File: config.mk
export PLATFORM = sky130hd
export DESIGN_NAME = reset_wake_interrupt_ctrl
export DESIGN_NICKNAME = d
export VERILOG_FILES = /design/src/design/rwic_pkg.sv /design/src/design/reset_wake_interrupt_ctrl.sv /design/src/design/rwic_fall.sv /design/src/design/rwic_sync.sv
export SDC_FILE = /design/constraint.sdc
export NUM_CORES = 1
export LEC_CHECK = 0
export ABC_AREA = 1
export ABC_CLOCK_PERIOD_IN_PS = 1400
export BUFFER_PORTS_ARGS = -buffer_cell sky130_fd_sc_hd__buf_4
export CORE_UTILIZATION = 30
export CTS_CLUSTER_DIAMETER = 150
export DETAILED_ROUTE_END_ITERATION = 7
export GPL_TIMING_DRIVEN = 1
export MAX_ROUTING_LAYER = met4
export PLACE_DENSITY = 0.57
export SLEW_MARGIN = 20
export SYNTH_ARGS = -nofsm -noshare
export SYNTH_HDL_FRONTEND = slang
export SYNTH_SLANG_ARGS = --single-unit
File: constraint.sdc
create_clock -name aclk -period 1.4 [get_ports aclk]
set_input_delay 0.14 -clock aclk [delete_from_list [all_inputs] [get_ports aclk]]
set_output_delay 0.14 -clock aclk [all_outputs]
set_load 0.02 [all_outputs]
File: src/design/rwic_pkg.sv
// constants shared by the reset, wake and interrupt controller
package rwic_pkg;
    localparam logic [31:0] ADDR_FLAG   = 32'h0000000f * 4;
    localparam logic [31:0] ADDR_MASK   = 32'h0000001f * 4;
    localparam logic [31:0] ADDR_STATUS = 32'h00000004 * 4;
    localparam logic [31:0] ADDR_CTRL   = 32'h00000020;
    localparam int BIT_TIMER  = 0;
    localparam int BIT_CHANGE = 1;
    localparam int BIT_EXT    = 2;
    localparam int BIT_TFLAG  = 4;
    localparam int BIT_PFLAG  = 3;
    localparam int BIT_GIE    = 0;
    localparam int BIT_SLEEP  = 1;
    localparam logic [2:0]  FLAG_RESET  = 3'h0;
    localparam logic [2:0]  MASK_RESET  = 3'h0;
    localparam logic [11:0] VEC_IRQ     = 12'h008;
    localparam logic [11:0] VEC_SOFT    = 12'h001;
    localparam logic [1:0]  RESP_OKAY   = 2'h0;
    localparam logic [1:0]  RESP_SLVERR = 2'h2;
endpackage : rwic_pkg

File: src/design/reset_wake_interrupt_ctrl.sv
// reset cause flags, sleep wake-up and interrupt steering with axi4-lite
//
// Contract
// reset comes from power-on, reset pin pulse or watchdog expiry
// pin reset while running keeps both cause flags
// pin reset waking from sleep gives watchdog flag 1, sleep flag 0
// watchdog reset while running clears watchdog flag, keeps sleep flag
// watchdog wake from sleep leaves both flags at 0
// power-on sets both flags; change wake gives 1 and 0
// watchdog clear sets both; sleep gives 1,0; time-out clears watchdog flag
// three falling-edge sources: timer overflow, port change, external pin; port change here sets on either edge
// software reads port 6 before enabling change interrupt
// change detector skips output pins and bit 0 used as external input
// enabled change wakes sleep; vector 008h only if global enable set
// pending flags held per source, mask register selects sources
// enable instruction sets global enable, disable clears it
// enabled interrupt with global enable sends next fetch to 008h
// service routine clears the flag before return and re-enable
// flags other than change flag set regardless of mask or enable
// flag register reads as stored flags and mask
// return instruction also sets the global enable
// software interrupt when enabled sends next fetch to 001h
// change flag latches only while its mask bit is set
//
// Added by the designer: the register addresses and the AXI4-Lite interface to the registers.
`timescale 1ns/1ps
module reset_wake_interrupt_ctrl (
    input  wire logic        aclk,
    input  wire logic        aresetn,
    input  wire logic        power_on_n,
    input  wire logic        reset_pin_n,
    input  wire logic        watchdog_expire,
    input  wire logic        timer_ovf_n,
    input  wire logic [7:0]  port6_pins,
    input  wire logic [7:0]  port6_is_out,
    input  wire logic        ext_int_sel,
    input  wire logic        port6_read,
    input  wire logic        global_irq_on_instr,
    input  wire logic        global_irq_off_instr,
    input  wire logic        irq_return_instr,
    input  wire logic        sleep_instr,
    input  wire logic        watchdog_clear_instr,
    input  wire logic        soft_irq_instr,
    input  wire logic        fetch_taken,
    output logic             core_reset,
    output logic             sleeping,
    output logic             wake,
    output logic             vector_load,
    output logic [11:0]      vector_addr,
    output logic             t_flag,
    output logic             p_flag,
    input  wire logic [31:0] s_axi_awaddr,
    input  wire logic        s_axi_awvalid,
    output logic             s_axi_awready,
    input  wire logic [31:0] s_axi_wdata,
    input  wire logic [3:0]  s_axi_wstrb,
    input  wire logic        s_axi_wvalid,
    output logic             s_axi_wready,
    output logic [1:0]       s_axi_bresp,
    output logic             s_axi_bvalid,
    input  wire logic        s_axi_bready,
    input  wire logic [31:0] s_axi_araddr,
    input  wire logic        s_axi_arvalid,
    output logic             s_axi_arready,
    output logic [31:0]      s_axi_rdata,
    output logic [1:0]       s_axi_rresp,
    output logic             s_axi_rvalid,
    input  wire logic        s_axi_rready
);
    typedef enum logic [2:0] {
        ST_RUN   = 3'h1,
        ST_SLEEP = 3'h2,
        ST_RESET = 3'h4
    } run_state_t;

    run_state_t  state;
    run_state_t  next_state;
    logic [1:0]  pins_s;
    logic [7:0]  p6_s;
    logic [1:0]  pins_last;
    logic [1:0]  pins_fell;
    logic [7:0]  p6_last;
    logic [7:0]  p6_fell;
    logic [7:0]  p6_ref;
    logic [2:0]  flags;
    logic [2:0]  mask;
    logic        gie;
    logic        soft_en;
    logic        power_seen;
    logic        aw_held;
    logic        w_held;
    logic [31:0] aw_addr;
    logic [31:0] w_data;
    logic [3:0]  w_strb;

    // reset pin and timer overflow are pins, both pass the synchroniser
    rwic_sync #(.W(2)) u_sync_pins (
        .aclk    (aclk),
        .aresetn (aresetn),
        .d       ({reset_pin_n, timer_ovf_n}),
        .q       (pins_s)
    );
    rwic_sync #(.W(8)) u_sync_p6 (
        .aclk    (aclk),
        .aresetn (aresetn),
        .d       (port6_pins),
        .q       (p6_s)
    );
    rwic_fall #(.W(2)) u_fall_pins (
        .aclk    (aclk),
        .aresetn (aresetn),
        .level   (pins_s),
        .last    (pins_last),
        .fell    (pins_fell)
    );
    rwic_fall #(.W(8)) u_fall_p6 (
        .aclk    (aclk),
        .aresetn (aresetn),
        .level   (p6_s),
        .last    (p6_last),
        .fell    (p6_fell)
    );

    // reset pin held low keeps the core in reset until it returns high
    wire pin_low     = ~pins_s[1];
    wire timer_event = pins_fell[0];
    wire ext_event   = ext_int_sel & p6_fell[0];
    wire [7:0] p6_watch = ~port6_is_out & {7'h7f, ~ext_int_sel};
    wire change_raw  = |((p6_s ^ p6_ref) & p6_watch);
    wire change_evt  = change_raw & mask[rwic_pkg::BIT_CHANGE];
    wire [2:0] set_bits = {ext_event, change_evt, timer_event};
    wire pending     = |(flags & mask);
    wire in_sleep    = (state == ST_SLEEP);
    wire irq_take    = pending & gie & (state == ST_RUN);
    wire soft_take   = soft_irq_instr & soft_en & (state == ST_RUN);
    wire wake_change = in_sleep & change_evt;

    // software register strobes
    wire wr_fire   = aw_held & w_held & ~s_axi_bvalid;
    wire wr_flag   = wr_fire & (aw_addr == rwic_pkg::ADDR_FLAG) & w_strb[0];
    wire wr_mask   = wr_fire & (aw_addr == rwic_pkg::ADDR_MASK) & w_strb[0];
    wire wr_ctrl   = wr_fire & (aw_addr == rwic_pkg::ADDR_CTRL) & w_strb[0];
    wire wr_hit    = (aw_addr == rwic_pkg::ADDR_FLAG) |
                     (aw_addr == rwic_pkg::ADDR_MASK) |
                     (aw_addr == rwic_pkg::ADDR_CTRL);
    wire rd_hit    = (s_axi_araddr == rwic_pkg::ADDR_FLAG) |
                     (s_axi_araddr == rwic_pkg::ADDR_MASK) |
                     (s_axi_araddr == rwic_pkg::ADDR_STATUS) |
                     (s_axi_araddr == rwic_pkg::ADDR_CTRL);
    wire [31:0] rd_val =
        (s_axi_araddr == rwic_pkg::ADDR_FLAG) ? {29'h0, flags & mask} :
        (s_axi_araddr == rwic_pkg::ADDR_MASK) ? {29'h0, mask} :
        (s_axi_araddr == rwic_pkg::ADDR_STATUS) ?
            {27'h0, t_flag, p_flag, 1'b0, in_sleep, gie} :
        (s_axi_araddr == rwic_pkg::ADDR_CTRL) ? {31'h0, soft_en} : 32'h0;

    // run, sleep and held reset; watchdog reset is one cycle long
    always_comb begin
        next_state = state;
        case (state)
            ST_RUN:   if (pin_low) next_state = ST_RESET;
                      else if (sleep_instr) next_state = ST_SLEEP;
            ST_SLEEP: if (pin_low) next_state = ST_RESET;
                      else if (wake_change) next_state = ST_RUN;
            ST_RESET: if (!pin_low) next_state = ST_RUN;
            default:  next_state = ST_RUN;
        endcase
    end

    // state and reset cause flags; aresetn stands for power-on
    always_ff @(posedge aclk) begin
        if (!aresetn || !power_on_n) begin
            state      <= ST_RUN;
            t_flag     <= 1'b1;
            p_flag     <= 1'b1;
            power_seen <= 1'b0;
        end else begin
            state      <= watchdog_expire ? ST_RUN : next_state;
            power_seen <= 1'b1;
            if (pin_low && in_sleep) begin
                t_flag <= 1'b1;
                p_flag <= 1'b0;
            end else if (watchdog_expire) begin
                t_flag <= 1'b0;
                if (in_sleep) p_flag <= 1'b0;
            end else if (wake_change) begin
                t_flag <= 1'b1;
                p_flag <= 1'b0;
            end else if (watchdog_clear_instr && state == ST_RUN) begin
                t_flag <= 1'b1;
                p_flag <= 1'b1;
            end else if (sleep_instr && state == ST_RUN && !pin_low) begin
                t_flag <= 1'b1;
                p_flag <= 1'b0;
            end
            // pin reset while running leaves both flags alone  R2
        end
    end

    // pending flags, set wins over a software clear
    always_ff @(posedge aclk) begin
        if (!aresetn || core_reset) begin
            flags <= rwic_pkg::FLAG_RESET;
            mask  <= rwic_pkg::MASK_RESET;
            gie   <= 1'b0;
        end else begin
            flags <= (wr_flag ? w_data[2:0] & flags : flags) | set_bits;
            if (wr_mask) mask <= w_data[2:0];
            if (global_irq_on_instr || irq_return_instr) gie <= 1'b1;
            else if (global_irq_off_instr || irq_take) gie <= 1'b0;
        end
    end

    // change reference follows a port read; software must read first  R9
    always_ff @(posedge aclk) begin
        if (!aresetn) begin
            p6_ref  <= 8'hff;
            soft_en <= 1'b0;
        end else begin
            if (port6_read || change_raw) p6_ref <= p6_s;
            if (wr_ctrl) soft_en <= w_data[0];
        end
    end

    // core-facing outputs; vector held until the sequencer takes it
    always_ff @(posedge aclk) begin
        if (!aresetn) begin
            core_reset  <= 1'b1;
            sleeping    <= 1'b0;
            wake        <= 1'b0;
            vector_load <= 1'b0;
            vector_addr <= 12'h000;
        end else begin
            core_reset  <= ~power_on_n | watchdog_expire |
                           (next_state == ST_RESET) | ~power_seen;
            sleeping    <= (next_state == ST_SLEEP) & ~watchdog_expire;
            wake        <= wake_change;
            if (irq_take || (wake_change && gie)) begin
                vector_load <= 1'b1;
                vector_addr <= rwic_pkg::VEC_IRQ;
            end else if (soft_take) begin
                vector_load <= 1'b1;
                vector_addr <= rwic_pkg::VEC_SOFT;
            end else if (fetch_taken) begin
                vector_load <= 1'b0;
            end
        end
    end

    // axi4-lite write side: address and data in either order
    always_ff @(posedge aclk) begin
        if (!aresetn) begin
            aw_held       <= 1'b0;
            w_held        <= 1'b0;
            aw_addr       <= 32'h0;
            w_data        <= 32'h0;
            w_strb        <= 4'h0;
            s_axi_awready <= 1'b0;
            s_axi_wready  <= 1'b0;
            s_axi_bvalid  <= 1'b0;
            s_axi_bresp   <= rwic_pkg::RESP_OKAY;
        end else begin
            s_axi_awready <= ~aw_held & ~s_axi_awready & s_axi_awvalid;
            s_axi_wready  <= ~w_held & ~s_axi_wready & s_axi_wvalid;
            if (s_axi_awvalid && s_axi_awready) begin
                aw_held <= 1'b1;
                aw_addr <= {s_axi_awaddr[31:2], 2'b00};
            end
            if (s_axi_wvalid && s_axi_wready) begin
                w_held <= 1'b1;
                w_data <= s_axi_wdata;
                w_strb <= s_axi_wstrb;
            end
            if (wr_fire) begin
                s_axi_bvalid <= 1'b1;
                s_axi_bresp  <= wr_hit ? rwic_pkg::RESP_OKAY
                                       : rwic_pkg::RESP_SLVERR;
            end else if (s_axi_bvalid && s_axi_bready) begin
                s_axi_bvalid <= 1'b0;
                aw_held      <= 1'b0;
                w_held       <= 1'b0;
            end
        end
    end

    // axi4-lite read side, one cycle from address to data
    always_ff @(posedge aclk) begin
        if (!aresetn) begin
            s_axi_arready <= 1'b0;
            s_axi_rvalid  <= 1'b0;
            s_axi_rdata   <= 32'h0;
            s_axi_rresp   <= rwic_pkg::RESP_OKAY;
        end else begin
            s_axi_arready <= ~s_axi_arready & ~s_axi_rvalid & s_axi_arvalid;
            if (s_axi_arvalid && s_axi_arready) begin
                s_axi_rvalid <= 1'b1;
                s_axi_rdata  <= {s_axi_araddr[1:0] == 2'b00} ? rd_val : 32'h0;
                s_axi_rresp  <= rd_hit ? rwic_pkg::RESP_OKAY
                                       : rwic_pkg::RESP_SLVERR;
            end else if (s_axi_rvalid && s_axi_rready) begin
                s_axi_rvalid <= 1'b0;
            end
        end
    end

    AST_TIMER_SETS: assert property (@(posedge aclk) disable iff (!aresetn)
        timer_event && !core_reset |=> flags[0])
        else $error("timer flag not set");
    AST_CHANGE_MASKED: assert property (@(posedge aclk) disable iff (!aresetn)
        !mask[1] && !$past(mask[1]) && !core_reset && !$past(core_reset)
        && $past(!flags[1]) |-> !flags[1])
        else $error("change flag set while masked");
    AST_IRQ_VECTOR: assert property (@(posedge aclk) disable iff (!aresetn)
        irq_take |=> vector_load && vector_addr == 12'h008)
        else $error("interrupt vector wrong");
    AST_SOFT_VECTOR: assert property (@(posedge aclk) disable iff (!aresetn)
        soft_take && !irq_take |=> vector_addr == 12'h001)
        else $error("soft vector wrong");
    AST_GIE_ON: assert property (@(posedge aclk) disable iff (!aresetn)
        (global_irq_on_instr || irq_return_instr) && !core_reset
        |=> gie)
        else $error("global enable not set");
    AST_WDT_TIMEOUT: assert property (@(posedge aclk) disable iff (!aresetn)
        watchdog_expire && power_on_n && !(pin_low && in_sleep)
        |=> !t_flag ##0 core_reset)
        else $error("watchdog reset effect wrong");
    AST_SLEEP_FLAGS: assert property (@(posedge aclk) disable iff (!aresetn)
        sleep_instr && state == ST_RUN && !pin_low && !watchdog_expire
        && !watchdog_clear_instr && power_on_n |=> t_flag && !p_flag)
        else $error("sleep flags wrong");
    AST_PIN_RUN_KEEP: assert property (@(posedge aclk) disable iff (!aresetn)
        pin_low && !in_sleep && !watchdog_expire && power_on_n
        && !watchdog_clear_instr && !sleep_instr
        |=> $stable(t_flag) && $stable(p_flag))
        else $error("pin reset changed flags");
    AST_WAKE: assert property (@(posedge aclk) disable iff (!aresetn)
        wake_change && !pin_low && !watchdog_expire && power_on_n
        |=> wake && !sleeping && t_flag && !p_flag)
        else $error("change wake wrong");
endmodule : reset_wake_interrupt_ctrl

File: src/design/rwic_fall.sv
// falling-edge detector on synchronised levels
`timescale 1ns/1ps
module rwic_fall #(
    parameter int W = 8
) (
    input  wire logic         aclk,
    input  wire logic         aresetn,
    input  wire logic [W-1:0] level,
    output logic      [W-1:0] last,
    output logic      [W-1:0] fell
);
    // idle level is high, so a reset does not fake an edge
    always_ff @(posedge aclk) begin
        if (!aresetn) begin
            last <= '1;
        end else begin
            last <= level;
        end
    end
    assign fell = last & ~level;
endmodule : rwic_fall

File: src/design/rwic_sync.sv
// two flip-flop synchroniser for pin inputs
`timescale 1ns/1ps
module rwic_sync #(
    parameter int W = 8
) (
    input  wire logic         aclk,
    input  wire logic         aresetn,
    input  wire logic [W-1:0] d,
    output logic      [W-1:0] q
);
    logic [W-1:0] meta;

    // first stage feeds only the second
    always_ff @(posedge aclk) begin
        if (!aresetn) begin
            meta <= '1;
            q    <= '1;
        end else begin
            meta <= d;
            q    <= meta;
        end
    end
endmodule : rwic_sync

# Word level (Yosys, flattened, before mapping)
# Index checks and enable logic that the tools add are counted.
totals:
  ff_bits: 127
  in_bits: 136
  output_inout_bits: 59
  elab_cells: 175
classes:
  n_eq_ne: 13
  n_mux: 42
  bitwise_logic: 54
  n_reduce_logical: 32
op_table:
  columns: ["operator", "n"]
  rows:
  - ["32-bit by 6-bit equality test with 1-bit output (second input constant)", 2]
  - ["30-bit by 4-bit equality test with 1-bit output (second input constant)", 2]
  - ["32-bit by 5-bit equality test with 1-bit output (second input constant)", 1]
  - ["32-bit by 7-bit equality test with 1-bit output (second input constant)", 1]
  - ["30-bit by 5-bit equality test with 1-bit output (second input constant)", 1]
  - ["1-bit 2-to-1 mux", 27]
  - ["1-bit AND", 24]
  - ["5-bit 2-to-1 mux", 4]
  - ["3-bit 2-to-1 mux", 6]
  - ["8-bit AND", 2]
  - ["1-bit inverter", 15]
  - ["1-bit logical AND", 10]
  - ["3-bit case mux with 3 select lines", 1]
  - ["4-bit 2-to-1 mux", 2]
  - ["8-bit inverter", 1]
  - ["1-bit OR", 8]
  - ["2-bit nonzero test", 4]
  - ["8-bit OR reduction", 1]
  - ["8-bit bitwise XOR", 1]
  - ["3-bit AND", 2]
  - ["3-bit by 2-bit equality test with 1-bit output (second input constant)", 2]
  - ["3-bit equality test (second input constant)", 2]
  - ["1-bit logical OR", 6]
  - ["2-bit OR reduction", 3]
  - ["other kinds (11)", 13]

# Logic depth before layout (Yosys ltp)
# Gate-level depths: netlist of run 1.
logic_depth:
  word_depth: 12
  depth_mapped: 11
  depth_no_buf: 11

# Modules after synthesis
# Synthesis of run 1 repeated with hierarchy kept, for this count alone.
hier_totals:
  hier_cells: 655
  area_unflattened_um2: 4729.5
modules_own_cells:
  columns: ["mod", "n_inst", "cells_per_inst", "area_per_inst_um2", "seq_area_each_um2"]
  rows:
  - ["reset_wake_interrupt_ctrl", 1, 542, 3784.9, 1521.5]
  - ["rwic_sync (u_sync_p6)", 1, 50, 479.2, 320.3]
  - ["rwic_fall (u_fall_p6)", 1, 41, 285.3, 160.2]
  - ["rwic_sync (u_sync_pins)", 1, 12, 110.1, 80.1]
  - ["rwic_fall (u_fall_pins)", 1, 10, 70.1, 40.0]

# Worst setup path after synthesis of run 1
# Ideal clock, no wire load.
synth_path:
  kind: "register to register"
  from: "register p6_ref[0]"
  to: "register p6_ref[2]"
  setup_ns: 0.134
  arrival_ns: 1.143
  t_required_ns: 1.266
  setup_slack_ns: 0.124
  stages_incl_launch_ff: 10
  path_buffers: 0
  synth_period_minus_slack_ns: 1.276
  path_cell_list: "dfxtp_1 or2_1 nand3_2 o21ai_2 nor2_4 nand2_4 nor2_8 inv_4 nand2_1 nand3_1"
synth_between:
  elab_chain_len: 4
synth_lines:
  columns: ["item", "line_no", "text"]
  rows:
  - ["start: declaration", "reset_wake_interrupt_ctrl.sv:84", "logic [7:0] p6_ref;"]
  - ["start signal: assignment", "reset_wake_interrupt_ctrl.sv:220", "if (port6_read || change_raw) p6_ref <= p6_s;"]
  - ["8-bit bitwise XOR", "reset_wake_interrupt_ctrl.sv:129", "wire change_raw = |((p6_s ^ p6_ref) & p6_watch);"]
  - ["8-bit AND", "reset_wake_interrupt_ctrl.sv:129", null]
  - ["8-bit OR reduction", "reset_wake_interrupt_ctrl.sv:129", null]
  - ["1-bit logical OR", "reset_wake_interrupt_ctrl.sv:220", null]
# No other way between the ends.
# A chain may end at the register's enable or synchronous reset.

# Worst setup path after layout of run 1
layout_path:
  from: "register p6_ref[0]"
  to: "register sleeping"
layout_between:
  elab_chain_len: 10
layout_lines:
  columns: ["item", "line_no", "text"]
  rows:
  - ["8-bit bitwise XOR", "reset_wake_interrupt_ctrl.sv:129", null]
  - ["8-bit AND", "reset_wake_interrupt_ctrl.sv:129", null]
  - ["8-bit OR reduction", "reset_wake_interrupt_ctrl.sv:129", null]
  - ["1-bit AND", "reset_wake_interrupt_ctrl.sv:130", "wire change_evt = change_raw & mask[rwic_pkg::BIT_CHANGE];"]
  - ["1-bit AND", "reset_wake_interrupt_ctrl.sv:136", "wire wake_change = in_sleep & change_evt;"]
  - ["3-bit 2-to-1 mux", "reset_wake_interrupt_ctrl.sv:164", "else if (wake_change) next_state = ST_RUN;"]
  - ["3-bit 2-to-1 mux", "reset_wake_interrupt_ctrl.sv:163", "ST_SLEEP: if (pin_low) next_state = ST_RESET;"]
  - ["3-bit case mux with 3 select lines", "reset_wake_interrupt_ctrl.sv:160", "case (state)"]
  - ["3-bit by 2-bit equality test with 1-bit output", "reset_wake_interrupt_ctrl.sv:236", "sleeping <= (next_state == ST_SLEEP) & ~watchdog_expire;"]
  - ["1-bit AND", "reset_wake_interrupt_ctrl.sv:236", null]
  - ["end signal: assignment", "reset_wake_interrupt_ctrl.sv:236", null]
  - ["end: declaration", "reset_wake_interrupt_ctrl.sv:46", "output logic sleeping,"]
# No other way between the ends.

==> results of run 1 <==
[what timing repair did]
item	CTS	global route
pin swaps	2	3
hold endpoints to repair	10	0
resized for setup	2	24
setup endpoints to repair	9	27
setup buffers	2	1
hold buffers	10	0
[final cells by class]
class                      instances  share of cell area
multi-input combinational        415               0.341
sequential                        98               0.338
timing repair buffer             143               0.193
clock buffer                      10              0.0393
tap                              180              0.0387
inverter                          56              0.0372
clock inverter                     6              0.0129
[per-layer routing]
metal  part of all wire  global-route usage
met1               0.46               0.163
met2               0.47               0.230
met3              0.055              0.0304
met4              0.014              0.0532
met5                  0                   -
[worst max path at each step]
stage                         from         to  slack (ns)  depth (start not counted)
floorplan                p6_ref[0]  p6_ref[2]        0.12                          9
global placement       aw_addr[25]   flags[1]      -0.009                          8
detailed placement       p6_ref[1]  p6_ref[6]       -0.02                          9
CTS                      p6_ref[6]  p6_ref[0]       0.008                         10
global route        u_sync_p6.q[4]  p6_ref[0]       -0.08                          9
finish                   p6_ref[0]   sleeping        0.05                          8
[stage by stage]
stage | worst slack (ns) | hold WS, ns | std cells
finish | 0.0475 | 0.0394 | 908
CTS | 0.00769 | 0.0278 | 907
global route | -0.0759 | 0.0256 | 908
detailed placement | -0.0193 | 0.330 | 879
global placement | -0.00878 | 0.326 | 879
floorplan | 0.124 | 0.247 | 622
[power groups by stage]
stage / Clock (mW) / Combinational (mW) / Sequential (mW)
after floorplan: 0 / 0.576 / 3.04
after global placement: 0 / 0.830 / 3.04
after detailed placement: 0 / 0.849 / 3.04
after CTS: 2.58 / 0.905 / 2.98
after global routing: 2.72 / 1.04 / 3.00
final: 2.50 / 0.931 / 2.99
[critical path, cell delays in order, from the launching register on]
cell and delay, ns:
dfxtp_2 0.33, or2_1 0.24, nand3_2 0.07, o21ai_2 0.07
nor2_4 0.10, nand2_4 0.09, nand2_1 0.11, nand3_1 0.11
a21oi_1 0.16
[registers in the layout, indices dropped and copies added (netlist names), 2 cells and up]
| register | count |
|---|---|
| u_sync_pins.q | 2 |
| flags | 3 |
| mask | 3 |
| vector_addr | 2 |
| u_sync_p6.meta | 8 |
| state | 3 |
| s_axi_rdata | 5 |
| p6_ref | 8 |
| u_sync_p6.q | 8 |
| w_data | 3 |
| u_sync_pins.meta | 2 |
| aw_addr | 30 |
[cells by family (layout without fill, tap and decap cells)]
kind of cell | after synthesis | in the layout | synth area share
AND/OR/NAND/NOR | 285 | 285 | 0.300
AO/OA/AOI/OAI | 88 | 88 | 0.105
other | 1 | 39 | 0.000875
flip-flops | 98 | 98 | 0.458
buffers and inverters | 109 | 215 | 0.130
XOR/XNOR | 3 | 3 | 0.00613
[cell usage in the layout (no fill, tap or decap), types with 2 or more instances in the layout]
cell type / synthesis / layout
dlygate4sd3_1: 0 / 10
nor2_1: 99 / 93
or2_2: 20 / 20
nor3_1: 9 / 6
nand2_1: 99 / 95
clkbuf_16: 0 / 9
buf_4: 39 / 131
o21ai_0: 41 / 41
clkinvlp_4: 0 / 2
nor3_2: 1 / 4
xnor2_1: 3 / 3
nand3_2: 2 / 3
nor2_2: 5 / 11
clkinv_4: 0 / 2
inv_1: 47 / 46
conb_1: 1 / 39
o21ai_2: 1 / 2
nand2_2: 1 / 5
dfxtp_1: 98 / 94
o21ai_1: 6 / 5
nand3_1: 30 / 29
nand4_1: 9 / 9
dfxtp_2: 0 / 4
a21oi_1: 38 / 37
inv_2: 6 / 7
buf_12: 0 / 2
nor4_2: 0 / 2
==> impl_metrics.yaml, run 1 <==
detailed_routing:
  drtPass1Iterations: 4
  drtAntennaViolNets: 0
  wl_per_cell_um: 10.8
  vias: 3914
  drt_iter0_drc: 145
  avgViaCountPerCell: 4.31
  wirelength_um: 9830
  drc: 0
timing:
  max_clock_freq_mhz: 739
  hold_viol: 0
  period_share: 0.966
  rsz0062_at_grt: "true"
  final-setup-viol-count: 0
  min_period_ns: 1.35
  fin_skew_ns: 0.00657
  setup_tns_ns: 0
  final_max_slew_viol_count: 0
power_and_ir_drop:
  cellPowerDensity_nw_per_um2: 1100
  p_int_mw: 4.76
  power.leakage_nw: 2.65
  finalPower_mw: 6.42
  switching_share: 0.258
  max-vdd-ir-drop_uv: 727
  power_frac_clock: 0.389
  seqPwrFrac: 0.466
  p_sw_mw: 1.66
  combPwrFrac: 0.145
critical_path:
  r2r_slack_ns: 0.05
  crit_path_end_kind: "flip-flop"
  ff2ff_path_depth: 8
  worstSetupStartpointType: "flip-flop"
  r2r_end: "sleeping"
  required_ns: 1.67
  cp_max_fo: 4
  path_class: "reg -> reg"
  r2r_start: "p6_ref[0]"
  crit_arrival_ns: 1.62
synthesis:
  netlist_instances: 584
  ys_top_cells_by_count: "nand2_1 (99), nor2_1 (99), dfxtp_1 (98)"
  yosys_warnings: 0
  ys_seq_area_frac: 0.458
  ys_types: 34
  async_flop_share: 0
  syn_area_per_cell_sq_um: 7.34
  yosysTopAreaCell: "dfxtp_1"
  ys_ff_latch: 98
  synth_top_area_frac: 0.458
  synthFlopType: "dfxtp_1"
  synth_area_sq_um: 4290
  synth_edf_count: 0
  yosys-top-cells-area: "dfxtp_1 (46%), nand2_1 (8.7%), nor2_1 (8.7%)"
place:
  dp_hpwl_um: 7470
  gp_congestion: 0.800
  portBuffers: 121
  placed_cell_area_sq_um: 5300
floorplanning:
  core_sq_um: 13900
  die_area_sq_um: 14800
  die_h_um: 122
  start_util: 0.308
  rows: 43
  pin_count: 195
  die_x_um: 122
hold_path:
  hp-class: "in -> reg"
  min-delay-start: "s_axi_wvalid"
  whs_path_depth: 3
  holdPathEnd: "s_axi_wready"
clock_network:
  cts_tree: "done"
  path_clk_slew_ns: 0.07
  clock_latency_ns: 0.34
  cts_root_buf: "clkbuf_16"
  numCtsBuffers: 9
  clock_path_buffers: 2
  cts_max_level: 3
  cts_sinks: 98
finish:
  design_area_sq_um: 5820
  regArea_sq_um: 1970
  fillers: 1443
  finish.utilization: 0.418
  n_antenna_cell: 0
  syn_to_final_growth_pct: 35.9
  nets: 859
  multi_input_area_sq_um: 1990
  drive_gt1_frac: 0.294
status:
  status: "finished clean"
grt:
  grt_max_degree: 44
  grt-ovfl-total: 0
  grt_pass1_vias: 3558
  grt_pass1_wl_um: 15800
  antenna_found_initial: 0
  grtUsageTotal: 0.139
run:
  max-cap-violations: 0
Power figures use the tool's default switching activity.
==> run 2: changes to the inputs <==
- CORE_ASPECT_RATIO: not set -> 1.25
==> run 2 against run 1 <==
Compared with the run above:
- clock skew increased by 0.0032 ns
- combinational power is 3.7% higher
- sequential power about the same
- critical path depth increased by 1
- routed wire length is 2.1% higher
- sequential share of layout area fell by 0.53 points
- register-to-register slack worse by 0.02 ns
- first-iteration DRC count shrank 11%
==> impl_metrics.yaml, run 2 (synthesis gave the netlist of run 1 again) <==
status:
  status: "finished clean"
clock_network:
  clock_path_buffers: 2
  numCtsBuffers: 9
  cts_tree: "done"
  clock_latency_ns: 0.34
  path_clk_slew_ns: 0.07
  cts_root_buf: "clkbuf_16"
  cts_sinks: 98
  cts_max_level: 3
critical_path:
  crit_arrival_ns: 1.65
  crit_path_end_kind: "flip-flop"
  r2r_end: "p6_ref[3]"
  path_class: "reg -> reg"
  worstSetupStartpointType: "flip-flop"
  ff2ff_path_depth: 9
  required_ns: 1.68
  cp_max_fo: 7
  startpoint: "p6_ref[0]"
  r2r_slack_ns: 0.03
  endpoint: "p6_ref[3]"
  r2r_start: "p6_ref[0]"
hold_path:
  hp-class: "in -> reg"
  whs_path_depth: 3
detailed_routing:
  drtAntennaViolNets: 0
  avgViaCountPerCell: 4.29
  wl_per_cell_um: 11.0
  drc: 0
  wirelength_um: 10000
  drtPass1Iterations: 4
  vias: 3906
  drt_iter0_drc: 129
floorplanning:
  die_area_sq_um: 14800
  core_sq_um: 13900
  die_h_um: 136
  pin_count: 195
  rows: 48
  die_x_um: 109
  start_util: 0.309
finish:
  largest_reg_flops: 30
  layout_common_cells: "buf_4 (138), dfxtp_1 (92), nand2_1 (91), nor2_1 (90), inv_1 (44)"
  finalNonFillerCells: 911
  syn_to_final_growth_pct: 38.2
  nets: 867
  final_common_cell: "buf_4"
  drive_gt1_frac: 0.318
  regMostFlops: "aw_addr"
  n_antenna_cell: 0
power_and_ir_drop:
  cellPowerDensity_nw_per_um2: 1090
  power.leakage_nw: 2.71
  max-vdd-ir-drop_uv: 512
timing:
  fin_skew_ns: 0.00979
  final-setup-viol-count: 0
  hold_viol: 0
  min_period_ns: 1.37
  max_clock_freq_mhz: 731
  final_max_slew_viol_count: 0
  setup_tns_ns: 0
  period_share: 0.977
  rsz0062_at_grt: "true"
grt:
  grt_max_degree: 50
  grt_pass1_wl_um: 15700
  antenna_found_initial: 0
  grtUsageTotal: 0.141
  grt_pass1_vias: 3490
  grt-ovfl-total: 0
place:
  placed_cells: 878
  portBuffers: 121
  dp_hpwl_um: 7720
  gp_congestion: 0.813
run:
  max-cap-violations: 0
run 2: changes by cell type in the layout (fill, tap and decap cells not counted), sizes merged:
cell	previous run	this run
buf	133	141
inv	56	57
clkinvlp	2	1
run 2: power by group:
group	internal, mW	switching, mW
registers	2.91	0.0723
logic	0.454	0.511
clock network	1.46	1.06
run 2: final cells by class:
cell class	count	area [sq um]
clock inverter	6	71.3
tap	175	219
multi-input combinational	415	2010
clock buffer	10	239
timing repair buffer	151	1200
inverter	56	215
fill	1451	7950
sequential	98	1970
run 2: routing by layer:
layer,vias to the layer above,part of all wire,global-route usage
li1,2070,-,-
met1,1693,0.41,0.159
met2,135,0.49,0.235
met3,8,0.082,0.0414
met4,0,0.013,0.0450
met5,-,0,-
run 2: metrics by stage:
stage	utilization	cell area, sq um	hold WS [ns]	setup slack, ns	total power, mW
5_1_grt	0.427	5920	0.0365	-0.0587	6.79
3_3_place_gp	0.385	5350	0.327	0.00442	3.91
2_1_floorplan	-	4430	0.247	0.124	3.62
3_5_place_dp	0.385	5350	0.331	0.0124	3.92
4_1_cts	0.415	5760	0.0202	0.00281	6.50
6_report	0.427	5920	0.0352	0.0318	6.47
run 2: how the worst min path moves through the flow:
stage / end / start
finish: s_axi_awready / s_axi_awvalid
global route: s_axi_wready / s_axi_wvalid
CTS: s_axi_awready / s_axi_awvalid
detailed placement: u_sync_p6.meta[7] / port6_pins[7]
global placement: u_sync_p6.meta[5] / port6_pins[5]
floorplan: u_sync_p6.meta[0] / port6_pins[0]
run 2: repair_timing:
action                     in CTS  in global routing
resized for setup               0                 39
hold endpoints to repair       10                  0
hold buffers                   10                  0
setup endpoints to repair       0                 19
buffers inserted                0                  7
run 2: worst max-delay path, stage by stage (launching register included):
cell	delay [ns]
dfxtp_2	0.33
or2_1	0.23
nand3_2	0.06
o21ai_2	0.06
nor2_4	0.10
nand2_4	0.09
nor2_8	0.18
buf_12	0.13
nand2_1	0.05
nand3_1	0.07
